File: src/hdl/ref_status_pkg.sv
// Constants for the reference status and storage control register bank.
// Assumes byte-wide registers at 16-bit addresses on a plain strobe port.
//
// Overview of operation
// - Valid flag set only when reference unfaulted and timer expired.
// - Fault flag set whenever the reference is not valid for use.
// - Too-fast flag set when measured frequency is above the profile limit.
// - Too-slow flag set when measured frequency is below the profile limit.
// - Missing clock sets too-fast and too-slow flags together.
// - Reference status refreshes only when 0x01 is written to 0x0005.
// - 30-bit tuning word read as four bytes, low byte at 0x0D0D.
// - Phase lock level: bits 7:0 at 0x0D11, bits 11:8 low nibble next.
// - Frequency lock level: bits 7:0 at 0x0D13, bits 11:8 at 0x0D14.
// - Write-enable bit 0 of 0x0E00 acts at once; default protects storage.
// - Four-bit load condition at 0x0E01, default zero, acts at once.
// - Writing 1 to 0x0E02 bit 0 starts a save; bit clears itself.
// - Writing 1 to 0x0E03 bit 1 starts a load; bit clears itself.

package ref_status_pkg;

    localparam int ADDR_W = 16;
    localparam int DATA_W = 8;

    // ***************************************************************
    // Register offsets
    // ***************************************************************
    localparam logic [15:0] ADDR_UPDATE      = 16'h0005;
    localparam logic [15:0] ADDR_RSVD_A      = 16'h0D0A;
    localparam logic [15:0] ADDR_REF_STATUS  = 16'h0D0B;
    localparam logic [15:0] ADDR_RSVD_B      = 16'h0D0C;
    localparam logic [15:0] ADDR_TW_BYTE0    = 16'h0D0D;
    localparam logic [15:0] ADDR_TW_BYTE1    = 16'h0D0E;
    localparam logic [15:0] ADDR_TW_BYTE2    = 16'h0D0F;
    localparam logic [15:0] ADDR_TW_BYTE3    = 16'h0D10;
    localparam logic [15:0] ADDR_PHASE_LO    = 16'h0D11;
    localparam logic [15:0] ADDR_PHASE_HI    = 16'h0D12;
    localparam logic [15:0] ADDR_FREQ_LO     = 16'h0D13;
    localparam logic [15:0] ADDR_FREQ_HI     = 16'h0D14;
    localparam logic [15:0] ADDR_NVM_WP      = 16'h0E00;
    localparam logic [15:0] ADDR_NVM_COND    = 16'h0E01;
    localparam logic [15:0] ADDR_NVM_SAVE    = 16'h0E02;
    localparam logic [15:0] ADDR_NVM_LOAD    = 16'h0E03;
    localparam logic [15:0] ADDR_IRQ_STATUS  = 16'h0E04;
    localparam logic [15:0] ADDR_IRQ_MASK    = 16'h0E05;

    // ***************************************************************
    // Field positions and codes
    // ***************************************************************
    localparam logic [7:0] UPDATE_CMD   = 8'h01;
    localparam int         REF_FIELD_W  = 4;
    localparam int         BIT_SLOW     = 0;
    localparam int         BIT_FAST     = 1;
    localparam int         BIT_FAULT    = 2;
    localparam int         BIT_VALID    = 3;
    localparam int         BIT_WP       = 0;
    localparam int         BIT_SAVE     = 0;
    localparam int         BIT_LOAD     = 1;
    localparam int         COND_W       = 4;
    localparam int         IRQ_W        = 5;
    localparam int         IRQ_FAULT0   = 0;
    localparam int         IRQ_FAULT1   = 1;
    localparam int         IRQ_VALID0   = 2;
    localparam int         IRQ_VALID1   = 3;
    localparam int         IRQ_NVM_DONE = 4;

    // ***************************************************************
    // Reset values
    // ***************************************************************
    localparam logic [7:0] RST_REF_STATUS = 8'h44;
    localparam logic       RST_WP         = 1'b0;
    localparam logic [3:0] RST_COND       = 4'h0;
    localparam logic [4:0] RST_IRQ        = 5'h00;

endpackage : ref_status_pkg

File: src/hdl/ref_status_and_nvm_control.sv
// Reference status snapshot, lock readback and storage control registers.
// Assumes monitor, history and storage logic share mclk_i with this bank.

`timescale 1ns/1ps

module ref_status_and_nvm_control
    import ref_status_pkg::*;
#(
    parameter int TW_WIDTH  = 30,
    parameter int TUB_WIDTH = 12
) (
    input  wire logic                 mclk_i,
    input  wire logic                 srst_i,
    input  wire logic [ADDR_W-1:0]    addr_i,
    input  wire logic [DATA_W-1:0]    wdata_i,
    input  wire logic                 wr_i,
    input  wire logic                 rd_i,
    output logic      [DATA_W-1:0]    rdata_o,
    input  wire logic [1:0]           ref_unfaulted_i,
    input  wire logic [1:0]           ref_timer_done_i,
    input  wire logic [1:0]           ref_above_limit_i,
    input  wire logic [1:0]           ref_below_limit_i,
    input  wire logic [1:0]           ref_clock_missing_i,
    input  wire logic [TW_WIDTH-1:0]  tuning_word_i,
    input  wire logic [TUB_WIDTH-1:0] phase_lock_level_i,
    input  wire logic [TUB_WIDTH-1:0] freq_lock_level_i,
    input  wire logic                 nvm_busy_i,
    output logic                      update_strobe_o,
    output logic                      nvm_write_enable_o,
    output logic      [COND_W-1:0]    nvm_load_condition_o,
    output logic                      nvm_save_start_o,
    output logic                      nvm_load_start_o,
    output logic                      irq_o
);

    // ***************************************************************
    // Elaboration checks
    // ***************************************************************
    if (TW_WIDTH < 1 || TW_WIDTH > 32) begin : g_bad_tw
        $error("TW_WIDTH must lie between 1 and 32");
    end
    if (TUB_WIDTH < 1 || TUB_WIDTH > 12) begin : g_bad_tub
        $error("TUB_WIDTH must lie between 1 and 12");
    end

    // ***************************************************************
    // Decode
    // ***************************************************************
    logic        wr_update;
    logic        wr_wp;
    logic        wr_cond;
    logic        wr_save;
    logic        wr_load;
    logic        wr_mask;
    logic        rd_irq;
    logic [31:0] tw32;
    logic [15:0] phase16;
    logic [15:0] freq16;

    assign wr_update = wr_i && addr_i == ADDR_UPDATE
                       && wdata_i == UPDATE_CMD;
    assign wr_wp     = wr_i && addr_i == ADDR_NVM_WP;
    assign wr_cond   = wr_i && addr_i == ADDR_NVM_COND;
    assign wr_save   = wr_i && addr_i == ADDR_NVM_SAVE
                       && wdata_i[BIT_SAVE];
    assign wr_load   = wr_i && addr_i == ADDR_NVM_LOAD
                       && wdata_i[BIT_LOAD];
    assign wr_mask   = wr_i && addr_i == ADDR_IRQ_MASK;
    assign rd_irq    = rd_i && addr_i == ADDR_IRQ_STATUS;

    // Unused upper bits stay zero so reserved positions read zero
    assign tw32    = 32'(tuning_word_i);
    assign phase16 = 16'(phase_lock_level_i);
    assign freq16  = 16'(freq_lock_level_i);

    // ***************************************************************
    // Reference status snapshot
    // ***************************************************************
    logic [7:0] ref_status_reg;
    logic [7:0] ref_status_next;
    logic [7:0] ref_live;

    always_comb begin
        ref_live = 8'h00;
        for (int r = 0; r < 2; r++) begin
            ref_live[r*REF_FIELD_W + BIT_VALID] =
                ref_unfaulted_i[r] && ref_timer_done_i[r];
            ref_live[r*REF_FIELD_W + BIT_FAULT] =
                !(ref_unfaulted_i[r] && ref_timer_done_i[r]);
            ref_live[r*REF_FIELD_W + BIT_FAST] =
                ref_above_limit_i[r] || ref_clock_missing_i[r];
            ref_live[r*REF_FIELD_W + BIT_SLOW] =
                ref_below_limit_i[r] || ref_clock_missing_i[r];
        end
    end

    // Snapshot keeps the status byte stable between updates; tuning word and lock levels read live
    always_comb begin
        ref_status_next = ref_status_reg;
        if (wr_update) begin
            ref_status_next = ref_live;
        end
    end

    always_ff @(posedge mclk_i) begin
        if (srst_i) begin
            ref_status_reg <= RST_REF_STATUS;
        end else begin
            ref_status_reg <= ref_status_next;
        end
    end

    a_valid_flag: assert property (
        @(posedge mclk_i) disable iff (srst_i)
        wr_update |=> ref_status_reg[BIT_VALID] ==
            $past(ref_unfaulted_i[0] && ref_timer_done_i[0]))
        else $error("first reference valid flag wrong");

    a_fault_flag: assert property (
        @(posedge mclk_i) disable iff (srst_i)
        ref_status_reg[BIT_FAULT] != ref_status_reg[BIT_VALID]
        && ref_status_reg[REF_FIELD_W + BIT_FAULT]
           != ref_status_reg[REF_FIELD_W + BIT_VALID])
        else $error("fault flag not inverse of valid");

    a_fast_flag: assert property (
        @(posedge mclk_i) disable iff (srst_i)
        wr_update && ref_above_limit_i[1]
        |=> ref_status_reg[REF_FIELD_W + BIT_FAST])
        else $error("second reference fast flag missing");

    a_slow_flag: assert property (
        @(posedge mclk_i) disable iff (srst_i)
        wr_update |=> ref_status_reg[BIT_SLOW] ==
            $past(ref_below_limit_i[0] || ref_clock_missing_i[0]))
        else $error("first reference slow flag wrong");

    a_missing_both: assert property (
        @(posedge mclk_i) disable iff (srst_i)
        wr_update && ref_clock_missing_i[0]
        |=> ref_status_reg[BIT_FAST] && ref_status_reg[BIT_SLOW])
        else $error("missing clock not shown as fast and slow");

    a_status_hold: assert property (
        @(posedge mclk_i) disable iff (srst_i)
        !wr_update |=> $stable(ref_status_reg))
        else $error("status changed without update strobe");

    // ***************************************************************
    // Storage control
    // ***************************************************************
    logic              wp_reg;
    logic              wp_next;
    logic [COND_W-1:0] cond_reg;
    logic [COND_W-1:0] cond_next;
    logic              save_reg;
    logic              save_next;
    logic              load_reg;
    logic              load_next;
    logic              update_reg;
    logic              update_next;

    always_comb begin
        wp_next     = wp_reg;
        cond_next   = cond_reg;
        update_next = wr_update;
        // Trigger bits live one cycle, then clear themselves
        save_next   = wr_save;
        load_next   = wr_load;
        if (wr_wp) begin
            wp_next = wdata_i[BIT_WP];
        end
        if (wr_cond) begin
            cond_next = wdata_i[COND_W-1:0];
        end
    end

    always_ff @(posedge mclk_i) begin
        if (srst_i) begin
            wp_reg     <= RST_WP;
            cond_reg   <= RST_COND;
            save_reg   <= 1'b0;
            load_reg   <= 1'b0;
            update_reg <= 1'b0;
        end else begin
            wp_reg     <= wp_next;
            cond_reg   <= cond_next;
            save_reg   <= save_next;
            load_reg   <= load_next;
            update_reg <= update_next;
        end
    end

    assign nvm_write_enable_o   = wp_reg;
    assign nvm_load_condition_o = cond_reg;
    assign nvm_save_start_o     = save_reg;
    assign nvm_load_start_o     = load_reg;
    assign update_strobe_o      = update_reg;

    a_wp_live: assert property (
        @(posedge mclk_i) disable iff (srst_i)
        wr_wp |=> nvm_write_enable_o == $past(wdata_i[BIT_WP]))
        else $error("write enable not applied at once");

    a_cond_live: assert property (
        @(posedge mclk_i) disable iff (srst_i)
        wr_cond ##1 !wr_cond
        |=> nvm_load_condition_o == $past(wdata_i[3:0], 2))
        else $error("load condition not applied");

    a_save_pulse: assert property (
        @(posedge mclk_i) disable iff (srst_i)
        wr_save && !$past(wr_save) ##1 !wr_save
        |-> nvm_save_start_o ##1 !nvm_save_start_o)
        else $error("save trigger not a single pulse");

    a_load_pulse: assert property (
        @(posedge mclk_i) disable iff (srst_i)
        nvm_load_start_o |-> $past(wr_load))
        else $error("load trigger without write");

    a_load_bit: assert property (
        @(posedge mclk_i) disable iff (srst_i)
        wr_i && addr_i == ADDR_NVM_LOAD && !wdata_i[BIT_LOAD]
        |=> !nvm_load_start_o)
        else $error("load started by wrong bit");

    // ***************************************************************
    // Interrupts
    // ***************************************************************
    logic [IRQ_W-1:0] irq_status_reg;
    logic [IRQ_W-1:0] irq_status_next;
    logic [IRQ_W-1:0] irq_mask_reg;
    logic [IRQ_W-1:0] irq_mask_next;
    logic [IRQ_W-1:0] irq_set;
    logic             busy_prev_reg;

    always_comb begin
        irq_set = '0;
        irq_set[IRQ_FAULT0] = wr_update && ref_live[BIT_FAULT]
                              && !ref_status_reg[BIT_FAULT];
        irq_set[IRQ_FAULT1] = wr_update
                              && ref_live[REF_FIELD_W + BIT_FAULT]
                              && !ref_status_reg[REF_FIELD_W + BIT_FAULT];
        irq_set[IRQ_VALID0] = wr_update && ref_live[BIT_VALID]
                              && !ref_status_reg[BIT_VALID];
        irq_set[IRQ_VALID1] = wr_update
                              && ref_live[REF_FIELD_W + BIT_VALID]
                              && !ref_status_reg[REF_FIELD_W + BIT_VALID];
        irq_set[IRQ_NVM_DONE] = busy_prev_reg && !nvm_busy_i;
        // An event in the clearing read cycle survives it
        irq_status_next = irq_status_reg;
        if (rd_irq) begin
            irq_status_next = '0;
        end
        irq_status_next = irq_status_next | irq_set;
        irq_mask_next   = irq_mask_reg;
        if (wr_mask) begin
            irq_mask_next = wdata_i[IRQ_W-1:0];
        end
    end

    always_ff @(posedge mclk_i) begin
        if (srst_i) begin
            irq_status_reg <= RST_IRQ;
            irq_mask_reg   <= RST_IRQ;
            busy_prev_reg  <= 1'b0;
        end else begin
            irq_status_reg <= irq_status_next;
            irq_mask_reg   <= irq_mask_next;
            busy_prev_reg  <= nvm_busy_i;
        end
    end

    assign irq_o = |(irq_status_reg & irq_mask_reg);

    // ***************************************************************
    // Read path
    // ***************************************************************
    logic [DATA_W-1:0] rdata_reg;
    logic [DATA_W-1:0] rdata_next;

    always_comb begin
        rdata_next = 8'h00;
        if (rd_i) begin
            unique case (addr_i)
                ADDR_REF_STATUS: rdata_next = ref_status_reg;
                ADDR_TW_BYTE0:   rdata_next = tw32[7:0];
                ADDR_TW_BYTE1:   rdata_next = tw32[15:8];
                ADDR_TW_BYTE2:   rdata_next = tw32[23:16];
                ADDR_TW_BYTE3:   rdata_next = tw32[31:24];
                ADDR_PHASE_LO:   rdata_next = phase16[7:0];
                ADDR_PHASE_HI:   rdata_next = {4'h0, phase16[11:8]};
                ADDR_FREQ_LO:    rdata_next = freq16[7:0];
                ADDR_FREQ_HI:    rdata_next = {4'h0, freq16[11:8]};
                ADDR_NVM_WP:     rdata_next = {7'h00, wp_reg};
                ADDR_NVM_COND:   rdata_next = {4'h0, cond_reg};
                ADDR_NVM_SAVE:   rdata_next = {7'h00, save_reg};
                ADDR_NVM_LOAD:   rdata_next = {6'h00, load_reg, 1'b0};
                ADDR_IRQ_STATUS: rdata_next = {3'h0, irq_status_reg};
                ADDR_IRQ_MASK:   rdata_next = {3'h0, irq_mask_reg};
                // Reserved and unmapped addresses read zero
                default:         rdata_next = 8'h00;
            endcase
        end
    end

    always_ff @(posedge mclk_i) begin
        if (srst_i) begin
            rdata_reg <= 8'h00;
        end else begin
            rdata_reg <= rdata_next;
        end
    end

    assign rdata_o = rdata_reg;

    a_tw_low: assert property (
        @(posedge mclk_i) disable iff (srst_i)
        rd_i && addr_i == ADDR_TW_BYTE0 |=> rdata_o == $past(tw32[7:0]))
        else $error("tuning word low byte read wrong");

    a_tw_read: assert property (
        @(posedge mclk_i) disable iff (srst_i)
        rd_i && addr_i == ADDR_TW_BYTE3 |=> rdata_o == $past(tw32[31:24]))
        else $error("tuning word top byte read wrong");

    a_phase_high: assert property (
        @(posedge mclk_i) disable iff (srst_i)
        rd_i && addr_i == ADDR_PHASE_HI
        |=> rdata_o[7:4] == 4'h0 && rdata_o[3:0] == $past(phase16[11:8]))
        else $error("phase lock level high read wrong");

    a_freq_low: assert property (
        @(posedge mclk_i) disable iff (srst_i)
        rd_i && addr_i == ADDR_FREQ_LO |=> rdata_o == $past(freq16[7:0]))
        else $error("frequency lock level low read wrong");

    a_freq_high: assert property (
        @(posedge mclk_i) disable iff (srst_i)
        rd_i && addr_i == ADDR_FREQ_HI
        |=> rdata_o == {4'h0, $past(freq16[11:8])})
        else $error("frequency lock level high read wrong");

    a_rsvd_zero: assert property (
        @(posedge mclk_i) disable iff (srst_i)
        rd_i && (addr_i == ADDR_RSVD_A || addr_i == ADDR_RSVD_B)
        |=> rdata_o == 8'h00)
        else $error("reserved register read not zero");

endmodule : ref_status_and_nvm_control

File: config.mk
export PLATFORM = sky130hd
export DESIGN_NAME = ref_status_and_nvm_control
export DESIGN_NICKNAME = d
export VERILOG_FILES = /design/src/hdl/ref_status_pkg.sv /design/src/hdl/ref_status_and_nvm_control.sv
export SDC_FILE = /design/constraint.sdc
export NUM_CORES = 1
export LEC_CHECK = 0
export ABC_CLOCK_PERIOD_IN_PS = 3400
export BUFFER_PORTS_ARGS = -buffer_cell sky130_fd_sc_hd__buf_2
export CORE_MARGIN = 2
export CORE_UTILIZATION = 43
export DETAILED_ROUTE_END_ITERATION = 6
export GPL_TIMING_DRIVEN = 0
export PLACE_DENSITY = 0.81
export RECOVER_POWER = 25
export REMOVE_ABC_BUFFERS = 1
export SETUP_SLACK_MARGIN = 0.5
export SYNTH_ARGS = -nofsm -noshare
export SYNTH_HDL_FRONTEND = slang
export SYNTH_SLANG_ARGS = --single-unit
File: constraint.sdc
create_clock -name mclk_i -period 3.4 [get_ports mclk_i]
set_input_delay 0.85 -clock mclk_i [delete_from_list [all_inputs] [get_ports mclk_i]]
set_output_delay 0.85 -clock mclk_i [all_outputs]
set_load 0.1 [all_outputs]
### Word-level counts from Yosys, hierarchy flattened

Index checks and enable logic that the tools add are counted.

* eq/ne operators: 17
* multiplexer cells: 2
* bitwise gates (word level): 3
* reductions and logical operators: 34

Operators with widths (number)
* $eq 16x12->1 const B: 15
* $pmux 8 s15: 1
* $logic_and 1x1->1: 21
* $eq 16x3->1 const B: 1
* $eq 8x1->1 const B: 1
* $logic_not 1->1: 7
* $and 5x5->5: 1
* $mux 5: 1
* $or 5x5->5: 1
* $reduce_or 5->1: 1
* $logic_or 1x1->1: 4
* $reduce_or 2->1: 1
* $not 1->1: 1

* register bits: 35
* bits of input ports: 93
* output and inout port bits: 17
* logic and storage cells: 66

### Depth between registers and ports, before layout

Gate-level depths: netlist of the first run.

* depth after elaboration: 6
* gate-level depth with buffers: 7
* gate-level depth less buffers: 5

### Worst setup path after synthesis of the first run

No wires, ideal clock.

* path kind: in2reg
* start: in addr_i[13]
* end: reg ref_status_reg[3]
* library setup time: 0.132 ns
* data arrival time: 2.616 ns
* required time: 3.268 ns
* path slack: 0.652 ns
* stages: 6
* buffers on the path: 1
* cell sequence: or4_4 buf_6 or2_4 or4b_2 nand2_1 a21oi_1

* word-level cells in the longest chain between the ends: 3

Ends and longest elaborated chain
* start, declared: RTL line ref_status_and_nvm_control.sv:14 `input wire logic [ADDR_W-1:0] addr_i,`
* $eq 16x3->1: RTL line ref_status_and_nvm_control.sv:60 `assign wr_update = wr_i && addr_i == ADDR_UPDATE`
* $logic_and 1x1->1: RTL line ref_status_and_nvm_control.sv:60
* $logic_and 1x1->1: RTL line ref_status_and_nvm_control.sv:61 `&& wdata_i == UPDATE_CMD;`
* end signal, assigned: RTL line ref_status_and_nvm_control.sv:109 `ref_status_reg <= ref_status_next;`
* end, declared: RTL line ref_status_and_nvm_control.sv:79 `logic [7:0] ref_status_reg;`

No other way between the ends.
A chain may end at the register's enable or synchronous reset.

### Worst setup path after layout of the first run

* start: in addr_i[4]
* end: reg rdata_reg[5], in the netlist rdata_o[5]

* word-level cells in the longest chain between the ends: 2
* elaborated cells on any way between the ends: 16
* classes of those cells: 15 x eq/ne; 1 x mux

Ends and longest elaborated chain
* $eq 16x12->1: RTL line ref_status_and_nvm_control.sv:286 `unique case (addr_i)`
* $pmux 8 s15 (*): RTL line ref_status_and_nvm_control.sv:286
* end signal, assigned: RTL line ref_status_and_nvm_control.sv:312 `rdata_reg <= rdata_next;`
* end, declared: RTL line ref_status_and_nvm_control.sv:280 `logic [DATA_W-1:0] rdata_reg;`

Mark *: on every way between the ends. The rest lies on a longest branch, timed or not.

==> results of run 1 <==
## cell families after synthesis
logic type / Yosys count / synth area share
multiplexers: 22 / 0.126
flip-flops: 35 / 0.324
AND/OR/NAND/NOR: 113 / 0.304
buffers and inverters: 17 / 0.0382
AO/OA/AOI/OAI: 64 / 0.209
## tightest hold or removal path, cell delays in order (launching register included)
cell,delay (ns)
dfxtp_1,0.32
nand2_1,0.06
a21oi_1,0.05
## what timing repair did
action,CTS,global route
setup buffers,0,1
resized for setup,1,3
pin swaps,0,0
setup endpoints to repair,4,20
## layout make-up
type / count / area [um^2]
Clock inverter: 2 / 35.0
Sequential cell: 35 / 701
Tap cell: 67 / 83.8
Clock buffer: 6 / 82.6
Inverter: 1 / 3.75
Multi-Input combinational cell: 199 / 1400
Timing Repair Buffer: 110 / 549
Fill cell: 438 / 1930
## cells in the final DEF (no fill, tap or decap), types with 2 or more instances in the layout
cell type  instances
or4b_2             3
a222oi_1           4
or3_1              3
nand3_1           13
nor4b_1            3
nor4_2             2
and3_1             4
nor2_1            26
nand4b_1           4
nor4_4             2
a31oi_1            4
a221oi_1           4
mux4_2             3
clkbuf_1          13
a211oi_1           5
mux2_2            11
dfxtp_1           35
nor4_1             4
mux2i_1            8
a22o_1             9
or4_4              2
buf_2             96
a21oi_1           18
a22oi_1            8
o21bai_1           3
o21ai_0            5
clkbuf_8           6
nor2b_1            4
nor3_1             4
nand2_1           26
## power groups by stage
stage	logic, W	clock network (W)	registers (W)
2_1_floorplan	0.0000487	0	0.000421
3_3_place_gp	0.000131	0	0.000421
3_5_place_dp	0.000133	0	0.000421
4_1_cts	0.000134	0.000395	0.000411
5_1_grt	0.000148	0.000418	0.000411
6_report	0.000135	0.000394	0.000411
## metrics by stage
step	util	hold WS, ns	total power [W]	setup WS [ns]
5_1_grt	0.597	0.497	0.000978	0.540
3_5_place_dp	0.567	0.464	0.000554	0.190
6_report	0.597	0.475	0.000940	0.618
2_1_floorplan	-	0.437	0.000469	0.654
4_1_cts	0.593	0.472	0.000941	0.572
3_3_place_gp	0.567	0.456	0.000551	0.227
## routing by layer
layer / share of wire / routed length, um / GRT usage / vias to the layer above
li1: - / - / - / 1175
met1: 0.41 / 2710 / 0.288 / 1135
met2: 0.49 / 3260 / 0.424 / 120
met3: 0.089 / 588 / 0.0576 / 5
met4: 0.0047 / 31 / 0.0595 / 0
met5: 0 / 0 / 0 / -
## final timing paths
check	start	depth (start not counted)	slack (ns)	to
max	addr_i[4]	6	0.62	rdata_o[5]
min	irq_mask_reg[2]	2	0.47	irq_mask_reg[2]
max reg2reg	nvm_write_enable_o	5	2.19	rdata_o[0]
min reg2reg	irq_mask_reg[2]	2	0.47	irq_mask_reg[2]
==> impl_metrics.yaml, run 1 <==
status:
  status: "finished clean"
pwr:
  power.density_mw_per_mm2: 329
  pwr-share-seq: 0.438
  sw_frac_of_total: 0.235
  power_leakage_nw: 1.18
  internal_power_w: 0.000719
  power_frac_comb: 0.144
  clkPwrFrac: 0.419
  p_sw_w: 0.000221
  irDropWorstVdd_v: 0.000238
setup_path:
  cpLargestDelayFamily: "simple AND/OR/NAND/NOR gates"
  crit_chain: "buf_2, or4_4, nor4_4, o21ai_2, a311o_2, a31oi_1"
  crit_path_end_kind: "register"
  crit_slowest_cell: "nor4_4"
  required_ns: 3.62
  start_kind: "input pin"
  arrival_ns: 3.01
  path_max_fanout: 9
  crit_type: "input pin to register"
  crit_buf_inv: 1
  critPathMaxStageDelay_ns: 0.64
clock_network:
  clk_latency_ns: 0.30
  ctsHtreeMaxLevel: 2
  cts_sinks: 35
  hold_buffers: 0
  root_buffer: "clkbuf_8"
  numCtsBuffers: 5
  cts_tree: "yes"
  path_clk_slew_ns: 0.07
  clk_path_buf_depth: 2
logic_synthesis:
  ys.flop_type: "dfxtp_1"
  ys_warn_count: 0
  synth_enable_flop_cells: 0
  async_flop_share: 0
  yosysTopAreaCellShare: 0.324
  ys_top_cells_by_area: "dfxtp_1 32%, mux2_2 5.7%, nand2_1 4.5%, nor2_1 4.5%, a21oi_1 4.2%"
  syn_inst: 251
  synth_area_leader_cell: "dfxtp_1"
  ys_types: 48
  synthMostInstantiatedCell: "dfxtp_1"
  ys_ff_latch: 35
  syn_avg_cell_area_um2: 8.62
  syn-cell-area_mm2: 0.00216
  yosysSeqAreaShare: 0.324
  ys_top_cells_by_count: "35 x dfxtp_1, 26 x nand2_1, 26 x nor2_1, 18 x a21oi_1, 13 x nand3_1"
timing:
  worstMarginPinSlew_ns: 1.20
  slew_headroom: 0.200
  period_share: 0.818
  rsz0062_at_grt: "false"
  hold_viol: 0
  maxSlewViolCount: 0
  finalSetupViolCount: 0
  clock.fmax_ghz: 0.359
  skew_ns: 0.00560
  min_period_ns: 2.78
  fin_setup_tns_ns: 0
die:
  die_w_um: 74.9
  die_h_um: 74.9
  core_mm2: 0.00479
  start_util: 0.452
  rows: 25
  die_area_mm2: 0.00561
  io_pins: 110
route:
  wl_per_cell_um: 15.7
  dr.pass1.iters: 5
  drc: 0
  routed-via-count: 2435
  ant_nets: 0
  totalWireLength_mm: 6.60
  routed_via_density: 5.80
  drt-initial-drc-count: 183
layout:
  area_growth_pct: 32.2
  drive_above_1_share: 0.382
  fin_cells: 420
  nets: 445
  final_area_mm2: 0.00286
  n_antenna_cell: 0
place:
  dpl.hpwl_mm: 5.02
  place_area_mm2: 0.00271
  placed_cells: 411
  place.port_buffers: 109
  gp_congestion: 0.878
grt:
  grt_pass1_wl_mm: 10.1
  gr-total-overflow: 0
  grt_usage: 0.238
  antenna_found_initial: 0
  grt_pass1_vias: 2197
  grt_max_degree: 33
flow_run:
  maxCapViolCount: 0
hold_path:
  hp-class: "register to register"
Note: power is estimated with default switching activity, not from simulation.
==> inputs of run 2 (changes only) <==
Settings changed: ABC_CLOCK_PERIOD_IN_PS 3400 to 2390, CORE_UTILIZATION 43 to 41.
Clock period 3.4 ns to 2.39 ns, I/O delays scaled along.
==> impl_metrics.yaml, run 2 (synthesized netlist as in run 1, its figures left out) <==
status:
  status: "complete, but fails checks"
  violations: "capacitance limit"
pwr:
  power.density_mw_per_mm2: 365
  p_sw_w: 0.000324
  power_leakage_nw: 1.45
  power_frac_comb: 0.186
  power.total_w: 0.00123
  sw_frac_of_total: 0.264
  clkPwrFrac: 0.336
  pwr-share-seq: 0.478
  irDropWorstVdd_v: 0.000310
  internal_power_w: 0.000902
layout:
  layout_commonest_cell: "buf_2"
  final_util: 0.659
  nets: 472
  area_growth_pct: 55.5
  num-fill-cells: 414
  drive_above_1_share: 0.508
  fin_cells: 450
  n_antenna_cell: 0
  final_cell_mix: "89 x buf_2, 33 x dfxtp_1, 22 x nor2_1, 21 x nand2_1, 17 x buf_4"
die:
  rows: 26
  io_pins: 110
  core_mm2: 0.00511
  start_util: 0.424
  die_area_mm2: 0.00587
  die_w_um: 76.6
  die_h_um: 76.6
grt:
  grt_max_degree: 33
  grt_pass1_vias: 2423
  grt_usage: 0.244
  gr-total-overflow: 0
  antenna_found_initial: 0
  grt_pass1_wl_mm: 11.4
clock_network:
  path_clk_slew_ns: 0.07
  cts_tree: "yes"
  cts_sinks: 35
  clk_path_buf_depth: 2
  clk_latency_ns: 0.30
  ctsHtreeMaxLevel: 2
  numCtsBuffers: 5
  root_buffer: "clkbuf_8"
setup_path:
  reg2reg_depth: 4
  start_kind: "input pin"
  required_ns: 2.57
  path_max_fanout: 5
  crit_type: "input pin to register"
  rr_endpoint: "rdata_o[1]"
  r2r_start: "nvm_load_condition_o[1]"
  r2r_setup_slack_ns: 1.11
  arrival_ns: 2.37
  crit_path_end_kind: "register"
route:
  dr.pass1.iters: 6
  routed-via-count: 2621
  drc: 0
  drt-initial-drc-count: 214
  routed_via_density: 5.82
  totalWireLength_mm: 7.98
  ant_nets: 0
  wl_per_cell_um: 17.7
timing:
  skew_ns: 0.00814
  period_share: 0.916
  slew_headroom: 0.00853
  rsz0062_at_grt: "true"
  setup_slack_ns: 0.202
  worstMarginPinSlew_ns: 1.49
  maxSlewViolCount: 0
  min_period_ns: 2.19
  finalSetupViolCount: 0
  whs_ns: 0.491
  hold_viol: 0
  clock.fmax_ghz: 0.457
place:
  place.port_buffers: 109
  dpl.hpwl_mm: 4.98
  pre_cts_slack_ns: -0.557
  placed_cells: 414
  gp_congestion: 0.840
hold_path:
  min_from: "irq_mask_reg[3]"
  hp-class: "register to register"
  whs_endpoint: "irq_mask_reg[3]"
  min_path_cells: 2
flow_run:
  maxCapViolCount: 1
run 2: cell types whose count changed in the layout (fill, tap and decap cells not counted), moves of 4 or more:
cell / change
nand2_1: -5
nand2_2: +5
a211oi_2: +4
buf_4: +17
nor2_1: -4
a211oi_1: -4
buf_2: -7
buf_6: +11
nor3_1: -4
run 2: stage by stage:
stage / setup TNS, ns / instance area (um^2)
after CTS: 0 / 3180
after detailed placement: -12.54 / 2720
after global placement: -12.22 / 2720
after floorplan: -0.527 / 2080
final: 0 / 3360
after global routing: 0 / 3360
run 2: how the worst max path moves through the flow:
stage	end	from
after global placement	irq_status_reg[3]	addr_i[0]
after global routing	irq_status_reg[3]	addr_i[13]
after CTS	rdata_o[1]	addr_i[14]
after detailed placement	irq_status_reg[3]	addr_i[0]
final	ref_status_reg[2]	addr_i[13]
after floorplan	ref_status_reg[2]	addr_i[13]
run 2: power groups by stage:
stage / Combinational, W / Sequential [W] / Clock, W
after floorplan: 0.0000693 / 0.000599 / 0
final: 0.000228 / 0.000586 / 0.000412
after CTS: 0.000210 / 0.000586 / 0.000418
after global routing: 0.000244 / 0.000586 / 0.000441
after global placement: 0.000188 / 0.000599 / 0
after detailed placement: 0.000191 / 0.000599 / 0
run 2: critical path: stages:
cell and delay, ns:
buf_6 0.09, or4_4 0.58, or2_4 0.32, nor3b_4 0.23, buf_4 0.17, clkbuf_16 0.14
and3_1 0.18, o21bai_1 0.08
run 2: what timing repair did:
action	4_1_cts	5_1_grt
gates resized for setup	46	22
setup buffers	15	9
hold buffers	0	0
setup endpoints to repair	35	35
pin swaps	23	21
gates cloned	2	2
run 2: cell type report:
type | count | area, um^2 | share of cell area
Clock buffer | 5 | 68.8 | 0.0205
Clock inverter | 3 | 15.0 | 0.00446
Inverter | 1 | 3.75 | 0.00112
Multi-Input combinational cell | 199 | 1600 | 0.475
Sequential cell | 35 | 703 | 0.209
Tap cell | 70 | 87.6 | 0.0260
Timing Repair Buffer | 137 | 888 | 0.264
run 2: routing by layer:
metal / vias up / track usage / part of all wire
met4: 0 / 0.0800 / 0.020
li1: 1219 / - / -
met1: 1199 / 0.289 / 0.40
met5: - / 0 / 0
met3: 25 / 0.0604 / 0.085
met2: 178 / 0.431 / 0.50
==> inputs of run 3 (changes only) <==
Settings changed: BUFFER_PORTS_ARGS -buffer_cell sky130_fd_sc_hd__buf_2 to -buffer_cell sky130_fd_sc_hd__clkbuf_2.
==> impl_metrics.yaml, run 3 (synthesized netlist as in run 1, its figures left out) <==
status:
  status: "finished clean"
setup_path:
  rr_endpoint: "rdata_o[0]"
  critPathMaxStageDelay_ns: 0.57
  crit_path_end_kind: "register"
  arrival_ns: 2.32
  start_kind: "input pin"
  crit_type: "input pin to register"
  required_ns: 2.51
  path_max_fanout: 5
  crit_chain: "buf_6, or4_4, buf_4, buf_4, nor3_4, nand4_1, nand2_1, a21oi_1"
  r2r_setup_slack_ns: 1.18
  reg2reg_depth: 5
  crit_slowest_cell: "or4_4"
  r2r_start: "nvm_write_enable_o"
  crit_path_end: "irq_mask_reg[3]"
  startpoint: "addr_i[13]"
  crit_top_cell: "buf_4"
layout:
  final_area_mm2: 0.00328
  area_growth_pct: 51.8
  fin_cells: 447
  layout_commonest_cell: "clkbuf_2"
  n_antenna_cell: 0
  drive_above_1_share: 0.469
  nets: 469
  final_cell_mix: "89 x clkbuf_2, 33 x dfxtp_1, 24 x nor2_1, 22 x nand2_1"
route:
  drt-initial-drc-count: 204
  totalWireLength_mm: 7.77
  drc: 0
  routed_via_density: 5.94
  routed-via-count: 2654
  dr.pass1.iters: 5
  ant_nets: 0
  wl_per_cell_um: 17.4
die:
  core_mm2: 0.00511
  io_pins: 110
  die_area_mm2: 0.00587
  rows: 26
  die_w_um: 76.6
  start_util: 0.424
  die_h_um: 76.6
flow_run:
  maxCapViolCount: 0
place:
  dpl.hpwl_mm: 5.07
  placed_cells: 414
  place_area_mm2: 0.00272
  gp_congestion: 0.840
  place.port_buffers: 109
timing:
  worstMarginPinSlew_ns: 1.22
  hold_viol: 0
  clock.fmax_ghz: 0.454
  slew_headroom: 0.188
  fin_setup_tns_ns: 0
  min_period_ns: 2.20
  rsz0062_at_grt: "true"
  skew_ns: 0.00530
  period_share: 0.921
  maxSlewViolCount: 0
  finalSetupViolCount: 0
pwr:
  power_leakage_nw: 1.45
  power.density_mw_per_mm2: 388
  irDropWorstVdd_v: 0.000219
clock_network:
  path_clk_slew_ns: 0.06
  root_buffer: "clkbuf_8"
  numCtsBuffers: 5
  cts_tree: "yes"
  clk_latency_ns: 0.29
  ctsHtreeMaxLevel: 2
  cts_sinks: 35
  hold_buffers: 0
  clk_path_buf_depth: 2
grt:
  grt_pass1_wl_mm: 11.5
  gr-total-overflow: 0
  grt_pass1_vias: 2405
  antenna_found_initial: 0
  grt_usage: 0.246
  grt_max_degree: 33
hold_path:
  hp-class: "register to register"
[run 3: cell count changes in the layout (fill, tap and decap cells not counted), moves of 3 or more]
cell | before | now
clkbuf_2 | 0 | 89
clkinv_2 | 3 | 0
buf_2 | 89 | 1
clkbuf_8 | 5 | 8
a211oi_1 | 1 | 5
a211oi_2 | 4 | 0
[run 3: worst max-delay path: cells and delay by family]
family	cells	cell delay [ns]
simple gates	4	1.22
buf+inv	3	0.44
compound gates	1	0.07
[run 3: layer usage]
| layer | up-vias | track usage | wire length, um |
|---|---|---|---|
| li1 | 1221 | - | - |
| met1 | 1217 | 0.285 | 3000 |
| met2 | 177 | 0.431 | 3820 |
| met3 | 39 | 0.0758 | 696 |
| met4 | 0 | 0.0782 | 247 |
| met5 | - | 0 | 0 |
[run 3: repair_timing]
| item | 4_1_cts | 5_1_grt |
|---|---|---|
| endpoints found under the hold margin | 0 | 0 |
| buffers inserted | 14 | 9 |
| gates resized for setup | 34 | 21 |
| endpoints found under the setup margin | 34 | 35 |
| pin swaps | 23 | 23 |
| cloned | 1 | 1 |
[run 3: how the worst min path moves through the flow]
stage                           start                 to  slack [ns]  cells past startpoint
global route        ref_status_reg[3]  ref_status_reg[3]        0.50                      2
CTS                 ref_status_reg[3]  ref_status_reg[3]        0.48                      2
global placement    ref_status_reg[3]  ref_status_reg[3]        0.46                      2
floorplan           ref_status_reg[7]  ref_status_reg[7]        0.44                      2
detailed placement  ref_status_reg[3]  ref_status_reg[3]        0.46                      2
finish                irq_mask_reg[1]    irq_mask_reg[1]        0.48                      2
[run 3: through the flow]
| stage | setup slack, ns | util | hold slack (ns) | total power [W] |
|---|---|---|---|---|
| CTS | 0.271 | 0.612 | 0.480 | 0.00126 |
| finish | 0.189 | 0.643 | 0.483 | 0.00127 |
| global placement | -0.634 | 0.532 | 0.456 | 0.000787 |
| detailed placement | -0.636 | 0.532 | 0.463 | 0.000791 |
| floorplan | -0.104 | - | 0.437 | 0.000668 |
| global route | 0.110 | 0.643 | 0.502 | 0.00133 |
[run 3: power by group]
group | switching [W] | internal [W]
Sequential | 0.00000128 | 0.000585
Clock | 0.000201 | 0.000263
Combinational | 0.000107 | 0.000116
[run 3: layout make-up]
type	instances	area (um^2)
multi-input cells	199	1540
well taps	70	87.6
inverters	1	3.75
fillers	403	1820
repair buffers	134	847
clock buffers	8	100
flip-flops and latches	35	703
